==> src/verilog/pmic_power_consts.svh <==
// constants for the power-state control block
`ifndef PMIC_POWER_CONSTS_SVH
`define PMIC_POWER_CONSTS_SVH

`define CLK_FREQ_HZ        200000000
`define DEBOUNCE_MS        50
`define DEBOUNCE_CYC       ((`CLK_FREQ_HZ / 1000) * `DEBOUNCE_MS)
`define LONGPRESS_S        15
`define LONGPRESS_CYC      (`CLK_FREQ_HZ * `LONGPRESS_S)
`define PG_PULSE_US        500
`define PG_PULSE_CYC       ((`CLK_FREQ_HZ / 1000000) * `PG_PULSE_US)
`define PG_DELAY_CYC_DEF   1000
`define SEQ_STEP_CYC_DEF   1000

`define ADDR_CTRL1         4'h0
`define ADDR_CTRL2         4'h1
`define ADDR_MASK          4'h2
`define ADDR_LEDCTL1       4'h3
`define ADDR_LEDCTL2       4'h4
`define ADDR_LINREG        4'h5
`define ADDR_ADCCFG        4'h6
`define ADDR_STATUS        4'h7
`define ADDR_PGDELAY       4'h8

`define RST_CTRL1          8'h00
`define RST_CTRL2          8'h00
`define RST_MASK           8'h00
`define RST_LEDCTL1        8'h00
`define RST_LEDCTL2        8'h1E
`define RST_LINREG         8'h00
`define RST_ADCCFG         8'h00
`define RST_PGDELAY        8'h04
`define LED_DUTY_PIN_DEF   7'h1E

`define SEQ_EXT_A_BUCK     3'h7
`define SEQ_EXT_A_LIN      3'h2
`define SEQ_EXT_B_BUCK     3'h4
`define SEQ_EXT_B_LIN      3'h7

`define RAIL_COUNT         5
`endif

==> src/verilog/pmic_power_pkg.sv <==
// types for the power-state control block
package pmic_power_pkg;
  typedef enum logic [2:0] {
    ST_OFF     = 3'b000,
    ST_RAMP    = 3'b001,
    ST_LOAD    = 3'b011,
    ST_SEQ     = 3'b010,
    ST_ON      = 3'b110,
    ST_ON2     = 3'b111
  } power_state_t;

  typedef struct packed {
    logic [7:0] ctrl1;
    logic [7:0] ctrl2;
    logic [7:0] mask;
    logic [7:0] ledctl1;
    logic [7:0] ledctl2;
    logic [7:0] linreg;
    logic [7:0] adccfg;
    logic [7:0] pgdelay;
  } reg_file_t;

  typedef struct packed {
    logic [4:0] rail_good;
    logic [4:0] rail_tsd;
  } rail_status_t;

  typedef struct packed {
    logic [2:0] buck_en;
    logic       linreg1_en;
    logic       linreg2_en;
    logic       linreg2_follow;
    logic       led_boost_en;
    logic       current_set_resistor_a;
    logic       current_set_resistor_b;
    logic [6:0] led_pwm_duty;
    logic       adc_ref_en;
  } power_ctl_t;
endpackage

==> src/verilog/pmic_power_state_control.sv <==
// power-state control: button, lockout, power good, sequencing, LED and reference enables
// Operation
// - power good held low while any masked rail is below target
// - power good released only after configured delay once masked rails good
// - leave OFF on debounced button low with system rail above lockout
// - on ON entry ramp system rail, load defaults, then sequence regulators
// - host interface writes and LED boost usable only while ON or sequencing; reads work in every state
// - turn off on button release without hold-on, or on undervoltage
// - undervoltage select bits set threshold and persist until OFF or a long-press reset
// - after 15 s continuous press pulse power good low 0.5 ms
// - only one long-press pulse per continuous press
// - long-press pulse resets every register to default
// - wake output low after debounced press, released when button high
// - hold-on falling while button low shuts down immediately
// - hold-on rising with USB or AC power leaves OFF; hold-on high enters second ON state
// - LED boost on when enable pin high or sink enable bit set
// - pin-enabled LED boost dims at 30 percent default duty
// - external regulator enable rises during start-up, falls at OFF
// - external regulator enable used only for two sequencing code pairs
// - any thermal shutdown disables all buck converters until it clears
// - linear regulators follow own bits; tracking bit makes second follow buck three
// - current-level bit picks resistor a when 1, b when 0, reset 0
// - seven-bit duty field and current-level bit written together
// - ADC reference forced on by ADC, touch, or reference bit
`timescale 1ns/1ps
`include "pmic_power_consts.svh"

module pmic_power_state_control
  import pmic_power_pkg::*;
#(
  parameter int unsigned DEBOUNCE_CYC  = `DEBOUNCE_CYC,
  parameter int unsigned LONGPRESS_CYC = `LONGPRESS_CYC,
  parameter int unsigned PG_PULSE_CYC  = `PG_PULSE_CYC,
  parameter int unsigned PG_UNIT_CYC   = `PG_DELAY_CYC_DEF,
  parameter int unsigned SEQ_STEP_CYC  = `SEQ_STEP_CYC_DEF
) (
  input  wire logic                  i_mclk,
  input  wire logic                  i_arst_n,
  input  wire logic [3:0]            i_address,
  input  wire logic                  i_read,
  input  wire logic                  i_write,
  input  wire logic [31:0]           i_writedata,
  input  wire logic [3:0]            i_byteenable,
  output logic      [31:0]           o_readdata,
  output logic                       o_waitrequest,
  input  wire logic                  i_push_button_in_n,
  input  wire logic                  i_hold_on,
  input  wire logic                  i_usb_ac_present,
  input  wire logic                  i_sys_above_uvlo,
  input  wire logic                  i_led_boost_enable_pin,
  input  wire rail_status_t          i_rails,
  output logic                       o_power_good_out,
  output logic                       o_power_good_oe_n,
  output logic                       o_button_wake_out,
  output logic                       o_button_wake_oe_n,
  output logic                       o_system_rail_en,
  output logic                       o_ext_regulator_enable_out,
  output logic [1:0]                 o_undervolt_sel,
  output logic                       o_host_if_active,
  output power_ctl_t                 o_ctl
);

  if (DEBOUNCE_CYC < 1 || LONGPRESS_CYC <= DEBOUNCE_CYC || PG_PULSE_CYC < 1 ||
      PG_UNIT_CYC < 1 || SEQ_STEP_CYC < 1 || PG_UNIT_CYC > 32'h00FF_FFFF) begin : g_bad_timing
    $error("pmic_power_state_control: bad timing parameters");
  end

  typedef struct packed {
    power_state_t state;
    reg_file_t    regs;
    logic [31:0]  deb_cnt;
    logic         pressed;
    logic [31:0]  lp_cnt;
    logic         lp_done;
    logic [31:0]  pulse_cnt;
    logic [31:0]  pg_cnt;
    logic         pg_rel;
    logic [31:0]  seq_cnt;
    logic [1:0]   seq_step;
    logic         ext_en;
    logic         hold_q;
    logic         ack;
    logic [31:0]  rdata;
    power_ctl_t   ctl;
  } state_t;

  state_t st_reg;
  state_t st_next;

  localparam reg_file_t REG_DEF = '{ctrl1: `RST_CTRL1, ctrl2: `RST_CTRL2, mask: `RST_MASK,
                                    ledctl1: `RST_LEDCTL1, ledctl2: `RST_LEDCTL2,
                                    linreg: `RST_LINREG, adccfg: `RST_ADCCFG,
                                    pgdelay: `RST_PGDELAY};

  logic       on_state;
  logic       masked_low;
  logic       tsd_any;
  logic       use_ext;
  logic [2:0] buck_sq;
  logic [2:0] lin_sq;
  logic [7:0] wbyte;
  logic       wr_acc;
  logic       rd_acc;

  ////////////////////////////////////////////////////////////////////////////
  always_comb begin
    st_next    = st_reg;
    on_state   = (st_reg.state == ST_ON) || (st_reg.state == ST_ON2) ||
                 (st_reg.state == ST_SEQ);
    masked_low = |(st_reg.regs.mask[4:0] & ~i_rails.rail_good);
    tsd_any    = |i_rails.rail_tsd;
    buck_sq    = st_reg.regs.ctrl1[2:0];
    lin_sq     = st_reg.regs.linreg[2:0];
    use_ext    = (buck_sq == `SEQ_EXT_A_BUCK && lin_sq == `SEQ_EXT_A_LIN) ||
                 (buck_sq == `SEQ_EXT_B_BUCK && lin_sq == `SEQ_EXT_B_LIN);
    wbyte      = i_writedata[7:0];
    wr_acc     = i_write && !st_reg.ack && i_byteenable[0] && on_state;
    rd_acc     = i_read && !st_reg.ack;
    st_next.hold_q = i_hold_on;

    // debounce, restart on any high
    if (i_push_button_in_n) begin
      st_next.deb_cnt = '0;
      st_next.pressed = 1'b0;
      st_next.lp_cnt  = '0;
      st_next.lp_done = 1'b0;
    end else if (!st_reg.pressed) begin
      if (st_reg.deb_cnt >= DEBOUNCE_CYC - 1)
        st_next.pressed = 1'b1;
      else
        st_next.deb_cnt = st_reg.deb_cnt + 32'h1;
    end

    // long-press timer, once per press
    if (!i_push_button_in_n && !st_reg.lp_done) begin
      if (st_reg.lp_cnt >= LONGPRESS_CYC - 1) begin
        st_next.lp_done   = 1'b1;
        st_next.pulse_cnt = PG_PULSE_CYC;
        st_next.regs      = REG_DEF;
      end else
        st_next.lp_cnt = st_reg.lp_cnt + 32'h1;
    end
    if (st_reg.pulse_cnt != '0)
      st_next.pulse_cnt = st_reg.pulse_cnt - 32'h1;

    // power good delay
    if (masked_low || !on_state) begin
      st_next.pg_cnt = '0;
      st_next.pg_rel = 1'b0;
    end else if (!st_reg.pg_rel) begin
      if (st_reg.pg_cnt >= PG_UNIT_CYC * st_reg.regs.pgdelay)
        st_next.pg_rel = 1'b1;
      else
        st_next.pg_cnt = st_reg.pg_cnt + 32'h1;
    end

    // state machine
    case (st_reg.state)
      ST_OFF: begin
        st_next.ext_en = 1'b0;
        st_next.ctl.buck_en = 3'h0;
        if (i_sys_above_uvlo && (st_reg.pressed ||
            (i_hold_on && !st_reg.hold_q && i_usb_ac_present))) begin
          st_next.state   = ST_RAMP;
          st_next.seq_cnt = '0;
        end
      end
      ST_RAMP: begin
        if (st_reg.seq_cnt >= SEQ_STEP_CYC - 1) begin
          st_next.state   = ST_LOAD;
          st_next.seq_cnt = '0;
        end else
          st_next.seq_cnt = st_reg.seq_cnt + 32'h1;
      end
      ST_LOAD: begin
        st_next.regs     = REG_DEF;
        st_next.regs.ctrl2[1:0] = st_reg.regs.ctrl2[1:0];
        st_next.state    = ST_SEQ;
        st_next.seq_step = 2'h0;
      end
      ST_SEQ: begin
        if (st_reg.seq_cnt >= SEQ_STEP_CYC - 1) begin
          st_next.seq_cnt = '0;
          st_next.ctl.buck_en[st_reg.seq_step] = 1'b1;
          if (st_reg.seq_step == 2'h2) begin
            st_next.ext_en = use_ext;
            st_next.state  = i_hold_on ? ST_ON2 : ST_ON;
          end else
            st_next.seq_step = st_reg.seq_step + 2'h1;
        end else
          st_next.seq_cnt = st_reg.seq_cnt + 32'h1;
      end
      ST_ON: if (i_hold_on) st_next.state = ST_ON2;
      ST_ON2: ;
      default: st_next.state = ST_OFF;
    endcase

    if (st_reg.state != ST_OFF) begin
      if (!i_sys_above_uvlo ||
          (i_push_button_in_n && !i_hold_on && st_reg.state != ST_ON2) ||
          (!i_hold_on && st_reg.hold_q && !i_push_button_in_n) ||
          (st_reg.state == ST_ON2 && !i_hold_on)) begin
        st_next.state       = ST_OFF;
        st_next.ctl.buck_en = 3'h0;
        st_next.ext_en      = 1'b0;
        st_next.regs.ctrl2[1:0] = REG_DEF.ctrl2[1:0];
      end
    end

    // register writes
    if (wr_acc) begin
      if (i_address == `ADDR_CTRL1)
        st_next.regs.ctrl1 = wbyte;
      else if (i_address == `ADDR_CTRL2)
        st_next.regs.ctrl2 = wbyte;
      else if (i_address == `ADDR_MASK)
        st_next.regs.mask = wbyte;
      else if (i_address == `ADDR_LEDCTL1)
        st_next.regs.ledctl1 = wbyte;
      else if (i_address == `ADDR_LEDCTL2)
        st_next.regs.ledctl2 = wbyte;
      else if (i_address == `ADDR_LINREG)
        st_next.regs.linreg = wbyte;
      else if (i_address == `ADDR_ADCCFG)
        st_next.regs.adccfg = wbyte;
      else if (i_address == `ADDR_PGDELAY)
        st_next.regs.pgdelay = wbyte;
    end

    // register reads
    st_next.ack   = (i_read || i_write) && !st_reg.ack;
    st_next.rdata = 32'h0;
    if (rd_acc) begin
      if (i_address == `ADDR_CTRL1)
        st_next.rdata = {24'h0, st_reg.regs.ctrl1};
      else if (i_address == `ADDR_CTRL2)
        st_next.rdata = {24'h0, st_reg.regs.ctrl2};
      else if (i_address == `ADDR_MASK)
        st_next.rdata = {24'h0, st_reg.regs.mask};
      else if (i_address == `ADDR_LEDCTL1)
        st_next.rdata = {24'h0, st_reg.regs.ledctl1};
      else if (i_address == `ADDR_LEDCTL2)
        st_next.rdata = {24'h0, st_reg.regs.ledctl2};
      else if (i_address == `ADDR_LINREG)
        st_next.rdata = {24'h0, st_reg.regs.linreg};
      else if (i_address == `ADDR_ADCCFG)
        st_next.rdata = {24'h0, st_reg.regs.adccfg};
      else if (i_address == `ADDR_STATUS)
        st_next.rdata = {18'h0, st_reg.pg_rel, st_reg.pressed, st_reg.ext_en,
                         st_reg.ctl.buck_en, i_rails.rail_good, st_reg.state};
      else if (i_address == `ADDR_PGDELAY)
        st_next.rdata = {24'h0, st_reg.regs.pgdelay};
    end

    // derived enables
    if (tsd_any)
      st_next.ctl.buck_en = 3'h0;
    else if (st_reg.state == ST_ON || st_reg.state == ST_ON2)
      st_next.ctl.buck_en = 3'h7;
    st_next.ctl.linreg1_en     = on_state && st_reg.regs.ctrl1[3];
    st_next.ctl.linreg2_en     = on_state && st_reg.regs.ctrl1[4];
    st_next.ctl.linreg2_follow = st_reg.regs.linreg[7];
    st_next.ctl.led_boost_en   = on_state &&
                                 (i_led_boost_enable_pin || st_reg.regs.ledctl1[7]);
    st_next.ctl.current_set_resistor_a = st_reg.regs.ledctl2[7];
    st_next.ctl.current_set_resistor_b = !st_reg.regs.ledctl2[7];
    st_next.ctl.led_pwm_duty = (i_led_boost_enable_pin && !st_reg.regs.ledctl1[7]) ?
                               `LED_DUTY_PIN_DEF : st_reg.regs.ledctl2[6:0];
    st_next.ctl.adc_ref_en = st_reg.regs.adccfg[7] || st_reg.regs.adccfg[6] ||
                             st_reg.regs.adccfg[5];
  end

  ////////////////////////////////////////////////////////////////////////////
  always_ff @(posedge i_mclk or negedge i_arst_n) begin
    if (!i_arst_n) begin
      st_reg       <= '0;
      st_reg.regs  <= REG_DEF;
      st_reg.hold_q <= 1'b0;
      st_reg.ctl.current_set_resistor_b <= 1'b1;
      st_reg.ctl.led_pwm_duty <= REG_DEF.ledctl2[6:0];
    end else
      st_reg <= st_next;
  end

  ////////////////////////////////////////////////////////////////////////////
  assign o_readdata                 = st_reg.rdata;
  assign o_waitrequest              = !st_reg.ack;
  assign o_power_good_out           = 1'b0;
  assign o_power_good_oe_n          = st_reg.pg_rel && (st_reg.pulse_cnt == '0);
  assign o_button_wake_out          = 1'b0;
  assign o_button_wake_oe_n         = !st_reg.pressed;
  assign o_system_rail_en           = st_reg.state != ST_OFF;
  assign o_ext_regulator_enable_out = st_reg.ext_en;
  assign o_undervolt_sel            = st_reg.regs.ctrl2[1:0];
  assign o_host_if_active           = on_state;
  assign o_ctl                      = st_reg.ctl;

endmodule
==> config.mk <==
export PLATFORM = sky130hd
export DESIGN_NAME = pmic_power_state_control
export DESIGN_NICKNAME = d
export VERILOG_FILES = /design/src/verilog/pmic_power_pkg.sv /design/src/verilog/pmic_power_state_control.sv
export VERILOG_INCLUDE_DIRS = /design/src /design/src/verilog
export SDC_FILE = /design/constraint.sdc
export NUM_CORES = 1
export LEC_CHECK = 0
export ABC_AREA = 1
export BUFFER_PORTS_ARGS = -buffer_cell sky130_fd_sc_hd__buf_2
export CORE_ASPECT_RATIO = 2
export CORE_MARGIN = 1.5
export CORE_UTILIZATION = 35
export CTS_CLUSTER_DIAMETER = 50
export DETAILED_ROUTE_END_ITERATION = 7
export PLACE_DENSITY = 0.62
export SETUP_SLACK_MARGIN = 0.05
export SYNTH_ARGS = -nofsm -noshare
export SYNTH_HDL_FRONTEND = slang
export SYNTH_SLANG_ARGS = --single-unit
==> constraint.sdc <==
create_clock -name i_mclk -period 7.36 [get_ports i_mclk]
set_input_delay 0.736 -clock i_mclk [delete_from_list [all_inputs] [get_ports i_mclk]]
set_output_delay 0.736 -clock i_mclk [all_outputs]
set_load 0.01 [all_outputs]
==> results.yml, run 1 <==
synth:
  synth_edf_count: 0
  ys_types: 46
  syn_area_um2: 16600
  synthesis.area_per_instance_um2: 7.41
  synth_flop_cell: "sky130_fd_sc_hd__dfrtp_1"
  netlist_instances: 2241
  synth_async_sr_flop_share: 1.00
  synth.ff_latch_count: 266
  synth_seq_area_share: 0.402
  yosys_warnings: 0
power_and_ir_drop:
  power-per-cell-area_nw_per_um2: 175
  share_of_power_burned_in_registers: 0.476
  vdd_ir_drop_max_uv: 159
  total_power_mw: 3.18
  power_leakage_nw: 8.91
  clockPowerShare: 0.451
  power.switching_fraction: 0.264
  power.share.combinational: 0.073
  p_int_mw: 2.34
  net-switching-power_uw: 840
timing:
  timing.final.crit_period_ps: 5870
  final_hold_viol_count: 0
  grt_setup_unrepaired: "false"
  worstMarginPinSlew_ps: 1110
  fmax_mhz: 170
  finalSetupViolations: 0
  worst_slew_margin_rel: 0.259
  timing.final.ws_setup_ps: 1490
  final_max_slew_viol_count: 0
  finalSetupTns_ps: 0
  min_period_over_period: 0.798
  fin_skew_ps: 13.7
global_route:
  grt_antenna_before_repair: 10
  grt.overflow.total: 0
  first_pass_grt_wire_length_mm: 76.8
  busiest_layer: "met2"
  grt_start_max_net_pins: 152
  globalRouteMet3Util: 0.0318
  first_global_vias: 14700
  met1_usage_in_global_routing: 0.194
  grt_usage: 0.200
  use_met2: 0.378
critical_path:
  crit_type: "flop to flop"
  critical-path-slowest-cell: "sky130_fd_sc_hd__dfstp_2"
  critical_path.endpoint_type: "flop"
  worst_path_most_repeated_cell: "sky130_fd_sc_hd__nand2_1"
  crit_path_max_incr_delay_ps: 670
  worstPathArrival_ps: 6350
  critical_path_peak_fanout: 20
  crit_path_start_kind: "flop"
  r2r.worst_path.cells: 28
  setup.reg_to_reg.worst_slack_ps: 1490
  crit-reg2reg-capture: "st_reg[112]$_DFFE_PN0P_"
  crit-reg2reg-launch: "st_reg[219]$_DFF_PN1_"
  startpoint: "st_reg[219]$_DFF_PN1_"
  wp_data_required_ps: 7840
floorplanning:
  start_util: 0.355
  floorplan.die.width_um: 157
  fp.dieArea_um2: 48800
  placementRows: 112
  design.portCount: 118
  core_outline_area_um2: 46800
  dieHeight_um: 311
placement:
  place.gp.congestion: 0.952
  hpwl_mm: 36.5
  port-buffer-count: 70
  preCtsSetupSlack_ps: 1480
  dp.cells: 2851
route:
  detailroute.via_count: 14800
  dr.pass1.iters: 5
  routed_wire_length_per_instance_um: 16.7
  drcViolationCount: 0
  drt_wl_total_mm: 48.4
  number_of_antenna_violating_nets_in_the_routed_design: 0
  drtIter0Drc: 1056
  detail_route.vias_per_cell: 5.09
clock_network:
  clock_tree_from_tritoncts: "done"
  worstSkewPairLatency_ps: 560
  cts.root.buffer_cell: "sky130_fd_sc_hd__clkbuf_16"
  cts.reportedPaths.clkPinSlew_ps: 70
  cts.path.max_buffers: 3
  clock-sinks: 266
  htree_num_levels: 1
  cts.repair_timing.setup_buffer_count: 0
  ctsResizeCount: 0
  numCtsBuffers: 28
  cts-hold-fix-buffers: 0
cells_and_area:
  area_growth_syn_to_layout_pct: 9.18
  max_reg_flops: 224
  final_nets: 2396
  layout-drive-gt1-share: 0.0769
  finish.utilization: 0.387
  final_common_cell: "sky130_fd_sc_hd__nand2_1"
  most_frequent_cells_in_the_layout: "sky130_fd_sc_hd__nand2_1, sky130_fd_sc_hd__nor2_1, sky130_fd_sc_hd__dfrtp_1"
  count_of_non_filler_cells_in_the_finished_layout: 2905
job:
  number_of_max_cap_violations: 0
hold_path:
  hold_class: "input pin to async pin"
status:
  run_status: "complete, no violations"
==> per-layer routing <==
layer  share of wire  vias to the layer above
li1                -                     7136
met1            0.34                     6982
met2            0.53                      451
met3           0.050                      206
met4           0.074                       16
met5          0.0021                        -
==> final cells by class <==
class	count	area, µm²
inverters	260	976
diodes	2	5.00
flip-flops and latches	266	6670
repair buffers	76	418
clock inverters	18	153
fillers	4939	28700
clock buffers	34	774
multi-input cells	1622	8350
well taps	627	785
==> worst max-delay path, delay by kind of cell (launching register included) <==
kind	cells	cell delay, ps
buffers and inverters	4	410
xor gates and xnor gates	1	180
AOI/OAI and AO/OA	4	600
DFF	1	670
and+or+nand+nor	13	1580
adders and majority gates	6	2330
==> power groups by stage <==
stage | Sequential, mW | Combinational (mW) | Clock [mW]
after CTS | 1.51 | 0.233 | 1.47
after detailed placement | 1.54 | 0.233 | 0
after global placement | 1.54 | 0.229 | 0
after floorplan | 1.53 | 0.151 | 0
after global routing | 1.52 | 0.261 | 1.52
final | 1.51 | 0.230 | 1.44
==> cell usage after synthesis (2+ instances only) <==
master                       n  area, µm²
sky130_fd_sc_hd__a21oi_1    46        230
sky130_fd_sc_hd__a31oi_1     3       18.8
sky130_fd_sc_hd__buf_1       8       30.0
sky130_fd_sc_hd__buf_2      24        120
sky130_fd_sc_hd__buf_4      60        450
sky130_fd_sc_hd__clkbuf_1   18       67.6
sky130_fd_sc_hd__clkinv_1    2       7.51
sky130_fd_sc_hd__dfrtp_1   256       6410
sky130_fd_sc_hd__dfstp_2    10        263
sky130_fd_sc_hd__fa_1       21        420
sky130_fd_sc_hd__ha_1       62        776
sky130_fd_sc_hd__inv_1     246        923
sky130_fd_sc_hd__inv_2      12       45.0
sky130_fd_sc_hd__nand2_1   555       2080
sky130_fd_sc_hd__nand2_2     7       43.8
sky130_fd_sc_hd__nand2_4     3       33.8
sky130_fd_sc_hd__nand3_1   236       1180
sky130_fd_sc_hd__nand3_2     2       20.0
sky130_fd_sc_hd__nand3b_1    3       22.5
sky130_fd_sc_hd__nand4_1    54        338
sky130_fd_sc_hd__nor2_1    336       1260
sky130_fd_sc_hd__nor2_2      5       31.3
sky130_fd_sc_hd__nor2_4      2       22.5
sky130_fd_sc_hd__nor3_1     54        270
sky130_fd_sc_hd__nor3b_1     2       15.0
sky130_fd_sc_hd__nor4_1      6       37.5
sky130_fd_sc_hd__o21ai_0    56        280
sky130_fd_sc_hd__o21ai_1     6       30.0
sky130_fd_sc_hd__o21bai_1    8       60.1
sky130_fd_sc_hd__o221ai_1    8       70.1
sky130_fd_sc_hd__o22ai_1    32        200
sky130_fd_sc_hd__o31ai_1     2       15.0
sky130_fd_sc_hd__or2_2       5       31.3
sky130_fd_sc_hd__xnor2_1    27        236
sky130_fd_sc_hd__xor2_1     53        464
==> per-stage QoR <==
| step | cell area [µm²] | hold slack, ps |
|---|---|---|
| 2_1_floorplan | 16700 | 375 |
| 3_3_place_gp | 17200 | 439 |
| 3_5_place_dp | 17200 | 461 |
| 4_1_cts | 18100 | 279 |
| 5_1_grt | 18100 | 296 |
| 6_report | 18100 | 215 |
==> cell families after synthesis <==
family	count (synthesis)	share of synthesized area
compound gates	166	0.0571
xor+xnor	80	0.0422
fa+ha+maj	83	0.0720
buf+inv	372	0.100
flops	266	0.402
other cells	1	0.000226
simple gates	1273	0.327
==> how the worst max path moves through the flow <==
stage / to / slack (ps) / cells after the start
floorplan: st_reg[100]$_DFFE_PN0P_ / 2240 / 27
global placement: st_reg[109]$_DFFE_PN0P_ / 1490 / 26
detailed placement: st_reg[107]$_DFFE_PN0P_ / 1480 / 27
CTS: st_reg[107]$_DFFE_PN0P_ / 1470 / 27
global route: st_reg[108]$_DFFE_PN0P_ / 1050 / 28
finish: st_reg[112]$_DFFE_PN0P_ / 1490 / 28
Power figures use the tool's default switching activity.
==> inputs of run 2 (changes only) <==
--- a/config.mk
+++ b/config.mk
@@ -13,7 +13,7 @@
 export CORE_UTILIZATION = 35
 export CTS_CLUSTER_DIAMETER = 50
 export DETAILED_ROUTE_END_ITERATION = 7
-export PLACE_DENSITY = 0.62
+export PLACE_DENSITY = 0.64
 export SETUP_SLACK_MARGIN = 0.05
 export SYNTH_ARGS = -nofsm -noshare
 export SYNTH_HDL_FRONTEND = slang
==> constraint.sdc (replaced) <==
create_clock -name i_mclk -period 4.7 [get_ports i_mclk]
set_input_delay 0.47 -clock i_mclk [delete_from_list [all_inputs] [get_ports i_mclk]]
set_output_delay 0.47 -clock i_mclk [all_outputs]
set_load 0.01 [all_outputs]
==> run 2 against run 1 <==
Effect of this change: the run now ends with setup timing left; non-clock buffer count grew 56; sequential cell count is the same; sequential share of layout area shrank 1.4 points; critical path depth shrank 5; routed wire length shrank 0.85%; design area grew 4.1%; clock power grew 54%; largest cell class unchanged; largest power group unchanged.
==> results.yml, run 2 (same netlist as run 1, synthesis figures left out) <==
cells_and_area:
  fill_cells: 4881
  layout-drive-gt1-share: 0.119
  final_nets: 2450
  area_growth_syn_to_layout_pct: 13.7
  finish.utilization: 0.403
  most_frequent_cells_in_the_layout: "sky130_fd_sc_hd__nand2_1, sky130_fd_sc_hd__nor2_1, sky130_fd_sc_hd__dfrtp_1"
  final_area_um2: 18900
  count_of_non_filler_cells_in_the_finished_layout: 2955
  max_reg_flops: 224
  final_common_cell: "sky130_fd_sc_hd__nand2_1"
timing:
  worst_slew_margin_rel: 0.419
  finalSetupTns_ps: -13110
  finalHoldWorstSlack_ps: 39.5
  min_period_over_period: 1.09
  worstMarginPinSlew_ps: 871
  grt_setup_unrepaired: "true"
  final_max_slew_viol_count: 0
  fin_skew_ps: 16.5
  fmax_mhz: 195
  final_hold_viol_count: 0
  timing.final.crit_period_ps: 5120
  timing.final.ws_setup_ps: -418
  finalSetupViolations: 33
global_route:
  grt.overflow.total: 0
  grt_start_max_net_pins: 123
  first_pass_grt_wire_length_mm: 77.2
  grt_antenna_before_repair: 1
  grt_usage: 0.199
  first_global_vias: 15300
route:
  detailroute.via_count: 15000
  number_of_antenna_violating_nets_in_the_routed_design: 0
  wirelength_met1_mm: 17.1
  route.met3.wl_mm: 1.99
  detail_route.vias_per_cell: 5.07
  routed_wire_length_per_instance_um: 16.3
  drt_wl_total_mm: 48.0
  drtIter0Drc: 1131
  routed-wl-met2_mm: 26.1
  drcViolationCount: 0
  top_routing_layer_used: "met4"
  dr.pass1.iters: 8
hold_path:
  whs_path_depth: 1
  hold_class: "input pin to flop"
clock_network:
  clock-sinks: 266
  clock_tree_from_tritoncts: "done"
  htree_num_levels: 1
  worstSkewPairLatency_ps: 570
  cts.reportedPaths.clkPinSlew_ps: 60
  cts.path.max_buffers: 3
  numCtsBuffers: 26
  cts.root.buffer_cell: "sky130_fd_sc_hd__clkbuf_16"
floorplanning:
  fp.dieArea_um2: 48800
  design.portCount: 118
  floorplan.die.width_um: 157
  core_outline_area_um2: 46800
  placementRows: 112
  start_util: 0.355
  dieHeight_um: 311
critical_path:
  critical_path.endpoint_type: "flop"
  wp_data_required_ps: 5150
  crit_type: "flop to flop"
  r2r.worst_path.cells: 23
  worstPathArrival_ps: 5570
  crit_path_start_kind: "flop"
  critical_path_peak_fanout: 6
power_and_ir_drop:
  power_leakage_nw: 9.23
  total_power_mw: 4.96
  vdd_ir_drop_max_uv: 270
  power-per-cell-area_nw_per_um2: 263
status:
  run_status: "complete, but fails checks"
  failed_checks: "setup timing"
placement:
  preCtsSetupSlack_ps: -723
  dpl_cell_area_um2: 17600
  hpwl_mm: 35.9
  place.gp.congestion: 0.948
  dp.cells: 2900
  port-buffer-count: 70
job:
  number_of_max_cap_violations: 0
run 2: cell types whose count changed in the layout (fill, tap and decap cells not counted), moves of 5 or more:
cell and change:
sky130_fd_sc_hd__a21oi_1 -8, sky130_fd_sc_hd__a21oi_2 +5, sky130_fd_sc_hd__buf_4 +47, sky130_fd_sc_hd__buf_6 +5
sky130_fd_sc_hd__ha_1 -7, sky130_fd_sc_hd__ha_4 +6, sky130_fd_sc_hd__nand2_1 -8, sky130_fd_sc_hd__nand2_2 +6
sky130_fd_sc_hd__nor2_1 -11, sky130_fd_sc_hd__nor2_2 +8, sky130_fd_sc_hd__o21ai_0 -6, sky130_fd_sc_hd__o21ai_2 +5
run 2: area by class of cell:
class | count | area, µm² | share of cell area
multi-input cells | 1622 | 8640 | 0.458
diodes | 1 | 2.50 | 0.000133
clock inverters | 11 | 153 | 0.00809
flip-flops and latches | 266 | 6670 | 0.353
inverters | 260 | 976 | 0.0517
repair buffers | 132 | 902 | 0.0478
well taps | 627 | 785 | 0.0416
clock buffers | 36 | 748 | 0.0396
run 2: final timing paths:
check / from / end / slack, ps
max in group asynchronous: i_arst_n / st_reg[177]$_DFF_PN0_ / 2930
setup / recovery: st_reg[219]$_DFF_PN1_ / st_reg[92]$_DFFE_PN0P_ / -420
setup reg to reg: st_reg[219]$_DFF_PN1_ / st_reg[92]$_DFFE_PN0P_ / -420
hold reg to reg: st_next[11]$_DFF_PN0_ / o_ctl[11]$_DFF_PN0_ / 420
min in group asynchronous: i_arst_n / st_reg[142]$_DFFE_PN0P_ / 550
hold / removal: i_hold_on / st_reg[50]$_DFF_PN0_ / 40
run 2: routing by layer:
layer | GRT usage | up-vias
met5 | 0 | -
met4 | 0.113 | 0
met3 | 0.0253 | 142
met2 | 0.383 | 424
met1 | 0.200 | 7167
li1 | - | 7254
run 2: critical path: stages, from the launching register on:
cell and delay, ps:
sky130_fd_sc_hd__dfstp_2 580, sky130_fd_sc_hd__fa_1 460, sky130_fd_sc_hd__xor2_1 190, sky130_fd_sc_hd__ha_2 310, sky130_fd_sc_hd__inv_2 50, sky130_fd_sc_hd__fa_2 420
sky130_fd_sc_hd__fa_1 510, sky130_fd_sc_hd__inv_2 50, sky130_fd_sc_hd__ha_4 300, sky130_fd_sc_hd__nand2_4 70, sky130_fd_sc_hd__buf_4 150, sky130_fd_sc_hd__nor2_4 80
sky130_fd_sc_hd__nand3_2 90, sky130_fd_sc_hd__o2111ai_2 100, sky130_fd_sc_hd__xor2_2 290, sky130_fd_sc_hd__ha_1 310, sky130_fd_sc_hd__a21oi_2 140, sky130_fd_sc_hd__nand4_1 100
sky130_fd_sc_hd__nor2_1 170, sky130_fd_sc_hd__nand4_1 150, sky130_fd_sc_hd__buf_6 190, sky130_fd_sc_hd__clkbuf_16 150, sky130_fd_sc_hd__nand3_1 60, sky130_fd_sc_hd__nand2_1 60
run 2: power by group:
part	internal [mW]	total, mW	switching (mW)
registers	2.33	2.37	0.0423
clock network	1.28	2.22	0.937
logic	0.0921	0.367	0.274
total	3.71	4.96	1.25
run 2: what timing repair did:
action,in CTS,in global routing
resized for setup,42,24
endpoints found under the hold margin,45,0
setup endpoints to repair,33,33
buffers inserted,2,2
cloned,1,1
hold buffers,1,0
pin swaps,22,14
==> inputs of run 3 (changes only) <==
--- a/config.mk
+++ b/config.mk
@@ -6,7 +6,6 @@
 export SDC_FILE = /design/constraint.sdc
 export NUM_CORES = 1
 export LEC_CHECK = 0
-export ABC_AREA = 1
 export BUFFER_PORTS_ARGS = -buffer_cell sky130_fd_sc_hd__buf_2
 export CORE_ASPECT_RATIO = 2
 export CORE_MARGIN = 1.5
==> run 3 against run 2 <==
Effect of this change: the run still ends with setup timing left; hold slack better by 29 ps; routed wire length is 22% lower; clock-buffer cell count is 2 higher; core utilization is 0.47 points higher; global-route usage is 2.3 points lower; die area is 12% lower; sequential cell count stayed put; design area is 11% lower; worst setup slack worse by 480 ps; critical path depth is 2 lower; critical endpoint is now st_reg[98]$_DFFE_PN0P_; largest cell class unchanged.
==> results.yml, run 3 <==
synth:
  synth_fa_ha_area_frac: 0.0818
  netlist_instances: 1526
  yosys.area_share.simple: 0.221
  synth_edf_count: 0
  post_synthesis_mux_area_share: 0.0219
  synth_seq_area_share: 0.456
  netlist.top_cell.by_area: "sky130_fd_sc_hd__dfrtp_1"
  synth.top_cells.by_area: "sky130_fd_sc_hd__dfrtp_1, sky130_fd_sc_hd__ha_1, sky130_fd_sc_hd__nor2_1, sky130_fd_sc_hd__a21oi_1, sky130_fd_sc_hd__fa_1"
  synth_top_family_by_area: "simple AND/OR/NAND/NOR gates"
  post_synth_xor_area_fraction: 0.0491
  synth_flop_cell: "sky130_fd_sc_hd__dfrtp_1"
  yosys.area.top_type_share: 0.438
  yosys_warnings: 0
  syn_area_um2: 14600
  synth.ff_latch_count: 266
  synth_async_sr_flop_share: 1.00
  synth_compound_gate_area_share: 0.106
  yosysMostFrequentCell: "sky130_fd_sc_hd__dfrtp_1"
  synthesis.area_per_instance_um2: 9.58
  synth_top_cells_by_count: "sky130_fd_sc_hd__dfrtp_1, sky130_fd_sc_hd__nor2_1, sky130_fd_sc_hd__nand2_1, sky130_fd_sc_hd__a21oi_1, sky130_fd_sc_hd__nand3_1"
  ys_types: 74
power_and_ir_drop:
  power-per-cell-area_nw_per_um2: 285
  total_power_mw: 4.78
  power_leakage_nw: 7.99
  vdd_ir_drop_max_uv: 234
status:
  failed_checks: "setup timing"
  run_status: "complete, but fails checks"
placement:
  hpwl_mm: 27.1
  place.gp.congestion: 0.873
  port-buffer-count: 70
  dpl_cell_area_um2: 15600
floorplanning:
  start_util: 0.356
  design.portCount: 118
  dieHeight_um: 292
  core_outline_area_um2: 41100
  floorplan.die.width_um: 148
  fp.dieArea_um2: 43100
  placementRows: 105
hold_path:
  timing.hold.worst_endpoint: "st_reg[50]$_DFF_PN0_"
  hold_class: "input pin to flop"
  whs_path_depth: 1
  hold_start: "i_hold_on"
route:
  drtIter0Drc: 575
  drcViolationCount: 0
  detail_route.vias_per_cell: 5.27
  number_of_antenna_violating_nets_in_the_routed_design: 0
  dr.pass1.iters: 5
  routed_wire_length_per_instance_um: 17.3
  drt_wl_total_mm: 37.3
  detailroute.via_count: 11400
global_route:
  first_global_vias: 11800
  grt.overflow.total: 0
  grt_usage: 0.176
  first_pass_grt_wire_length_mm: 61.3
  grt_start_max_net_pins: 129
  grt_antenna_before_repair: 0
cells_and_area:
  final_area_um2: 16800
  final_nets: 1741
  area_growth_syn_to_layout_pct: 14.7
  most_frequent_cells_in_the_layout: "sky130_fd_sc_hd__dfrtp_1, sky130_fd_sc_hd__nor2_1, sky130_fd_sc_hd__nand2_1"
  fill_cells: 4007
  antenna-diode-count: 0
  max_reg_flops: 224
  final_common_cell: "sky130_fd_sc_hd__dfrtp_1"
  layout-drive-gt1-share: 0.160
clock_network:
  cts.path.max_buffers: 3
  numCtsBuffers: 27
  cts.reportedPaths.clkPinSlew_ps: 70
  worstSkewPairLatency_ps: 560
  htree_num_levels: 1
  clock_tree_from_tritoncts: "done"
  cts.root.buffer_cell: "sky130_fd_sc_hd__clkbuf_16"
  clock-sinks: 266
critical_path:
  setup.reg_to_reg.worst_slack_ps: -900
  crit-reg2reg-capture: "st_reg[98]$_DFFE_PN0P_"
  cp_cell_sequence: "fa_1 > inv_2 > fa_1 > fa_1 > fa_1 > inv_2 > ha_4 > o21a_1 > nor2_4 > nor3_4 > a2111oi_4 > buf_4 > xnor2_2 > ha_1 > a21oi_2 > nand2_2 > a2111oi_4 > a21oi_2 > or4_4 > nor3b_2 > a21o_1"
  r2r.worst_path.cells: 21
  wp_data_required_ps: 5200
  crit-reg2reg-launch: "st_reg[219]$_DFF_PN1_"
  crit_type: "flop to flop"
  crit_path_start_kind: "flop"
  crit_path_max_incr_delay_ps: 600
  critical_path.endpoint_type: "flop"
  worst_path_most_repeated_cell: "sky130_fd_sc_hd__fa_1"
  critical_path_peak_fanout: 5
  critical-path-slowest-cell: "sky130_fd_sc_hd__dfstp_2"
  worstPathArrival_ps: 6100
timing:
  min_period_over_period: 1.19
  grt_setup_unrepaired: "true"
  fmax_mhz: 179
  finalSetupViolations: 20
  worstMarginPinSlew_ps: 1310
  finalHoldWorstSlack_ps: 68.8
  timing.final.ws_setup_ps: -896
  timing.final.crit_period_ps: 5600
  final_hold_viol_count: 0
  worst_slew_margin_rel: 0.124
  fin_skew_ps: 14.2
  final_max_slew_viol_count: 0
job:
  number_of_max_cap_violations: 0
## run 3: routing by layer
layer  up-vias  track usage  wire (µm)
li1       5399            -          -
met3       103       0.0183       1200
met5         -            0          0
met2       261        0.335      20500
met4         0       0.0941       2010
met1      5604        0.187      13600
## run 3: stage by stage
stage               TNS [ps]  instances   util  setup slack, ps
finish                -15730       2155  0.408             -896
detailed placement    -19260       2098  0.380            -1070
global placement      -17940       2098  0.380            -1010
global route          -20930       2155  0.408            -1140
CTS                   -18520       2154  0.405            -1030
floorplan             -11630       1545      -             -747
## run 3: cell families after synthesis
logic type | count (synthesis)
AND/OR/NAND/NOR | 616
flip-flops | 266
AO/OA/AOI/OAI | 261
buffers and inverters | 185
adder cells (fa/ha/maj) | 83
XOR/XNOR | 82
multiplexers | 32
other | 1
## run 3: area by class of cell
type                       instances  area, µm²  share of cell area
multi-input combinational       1096       7400               0.441
sequential                       266       6670               0.398
timing repair buffer             132        845              0.0504
clock buffer                      38        747              0.0445
tap                              535        669              0.0399
inverter                          76        285              0.0170
clock inverter                    12        160             0.00955
## run 3: worst max-delay path: cells and delay by family (launching register included)
family	cells	cell delay (ps)
buffers and inverters	3	300
flip-flops	1	600
AO/OA/AOI/OAI	6	1090
AND/OR/NAND/NOR	5	1090
XOR/XNOR	1	100
adder cells (fa/ha/maj)	6	2350
## run 3: worst max path at each step
| stage | startpoint | end | slack (ps) | depth (start not counted) |
|---|---|---|---|---|
| floorplan | st_reg[219]$_DFF_PN1_ | st_reg[98]$_DFFE_PN0P_ | -750 | 24 |
| CTS | st_reg[219]$_DFF_PN1_ | st_reg[100]$_DFFE_PN0P_ | -1030 | 22 |
| finish | st_reg[219]$_DFF_PN1_ | st_reg[98]$_DFFE_PN0P_ | -900 | 21 |
| global placement | st_reg[219]$_DFF_PN1_ | st_reg[94]$_DFFE_PN0P_ | -1010 | 24 |
| global route | st_reg[219]$_DFF_PN1_ | st_reg[95]$_DFFE_PN0P_ | -1140 | 21 |
| detailed placement | st_reg[219]$_DFF_PN1_ | st_reg[95]$_DFFE_PN0P_ | -1070 | 21 |
## run 3: what timing repair did
action / 4_1_cts / 5_1_grt
setup buffers: 3 / 1
setup endpoints to repair: 20 / 20
hold buffers: 1 / 0
cloned: 2 / 0
hold endpoints to repair: 73 / 0
gates resized for setup: 20 / 24
pin swaps: 15 / 9
## run 3: power breakdown
| part | total (mW) | switching [mW] | internal [mW] |
|---|---|---|---|
| clock | 2.23 | 0.945 | 1.28 |
| combinational | 0.226 | 0.163 | 0.0637 |
| sequential | 2.33 | 0.0201 | 2.31 |
| total | 4.78 | 1.13 | 3.66 |
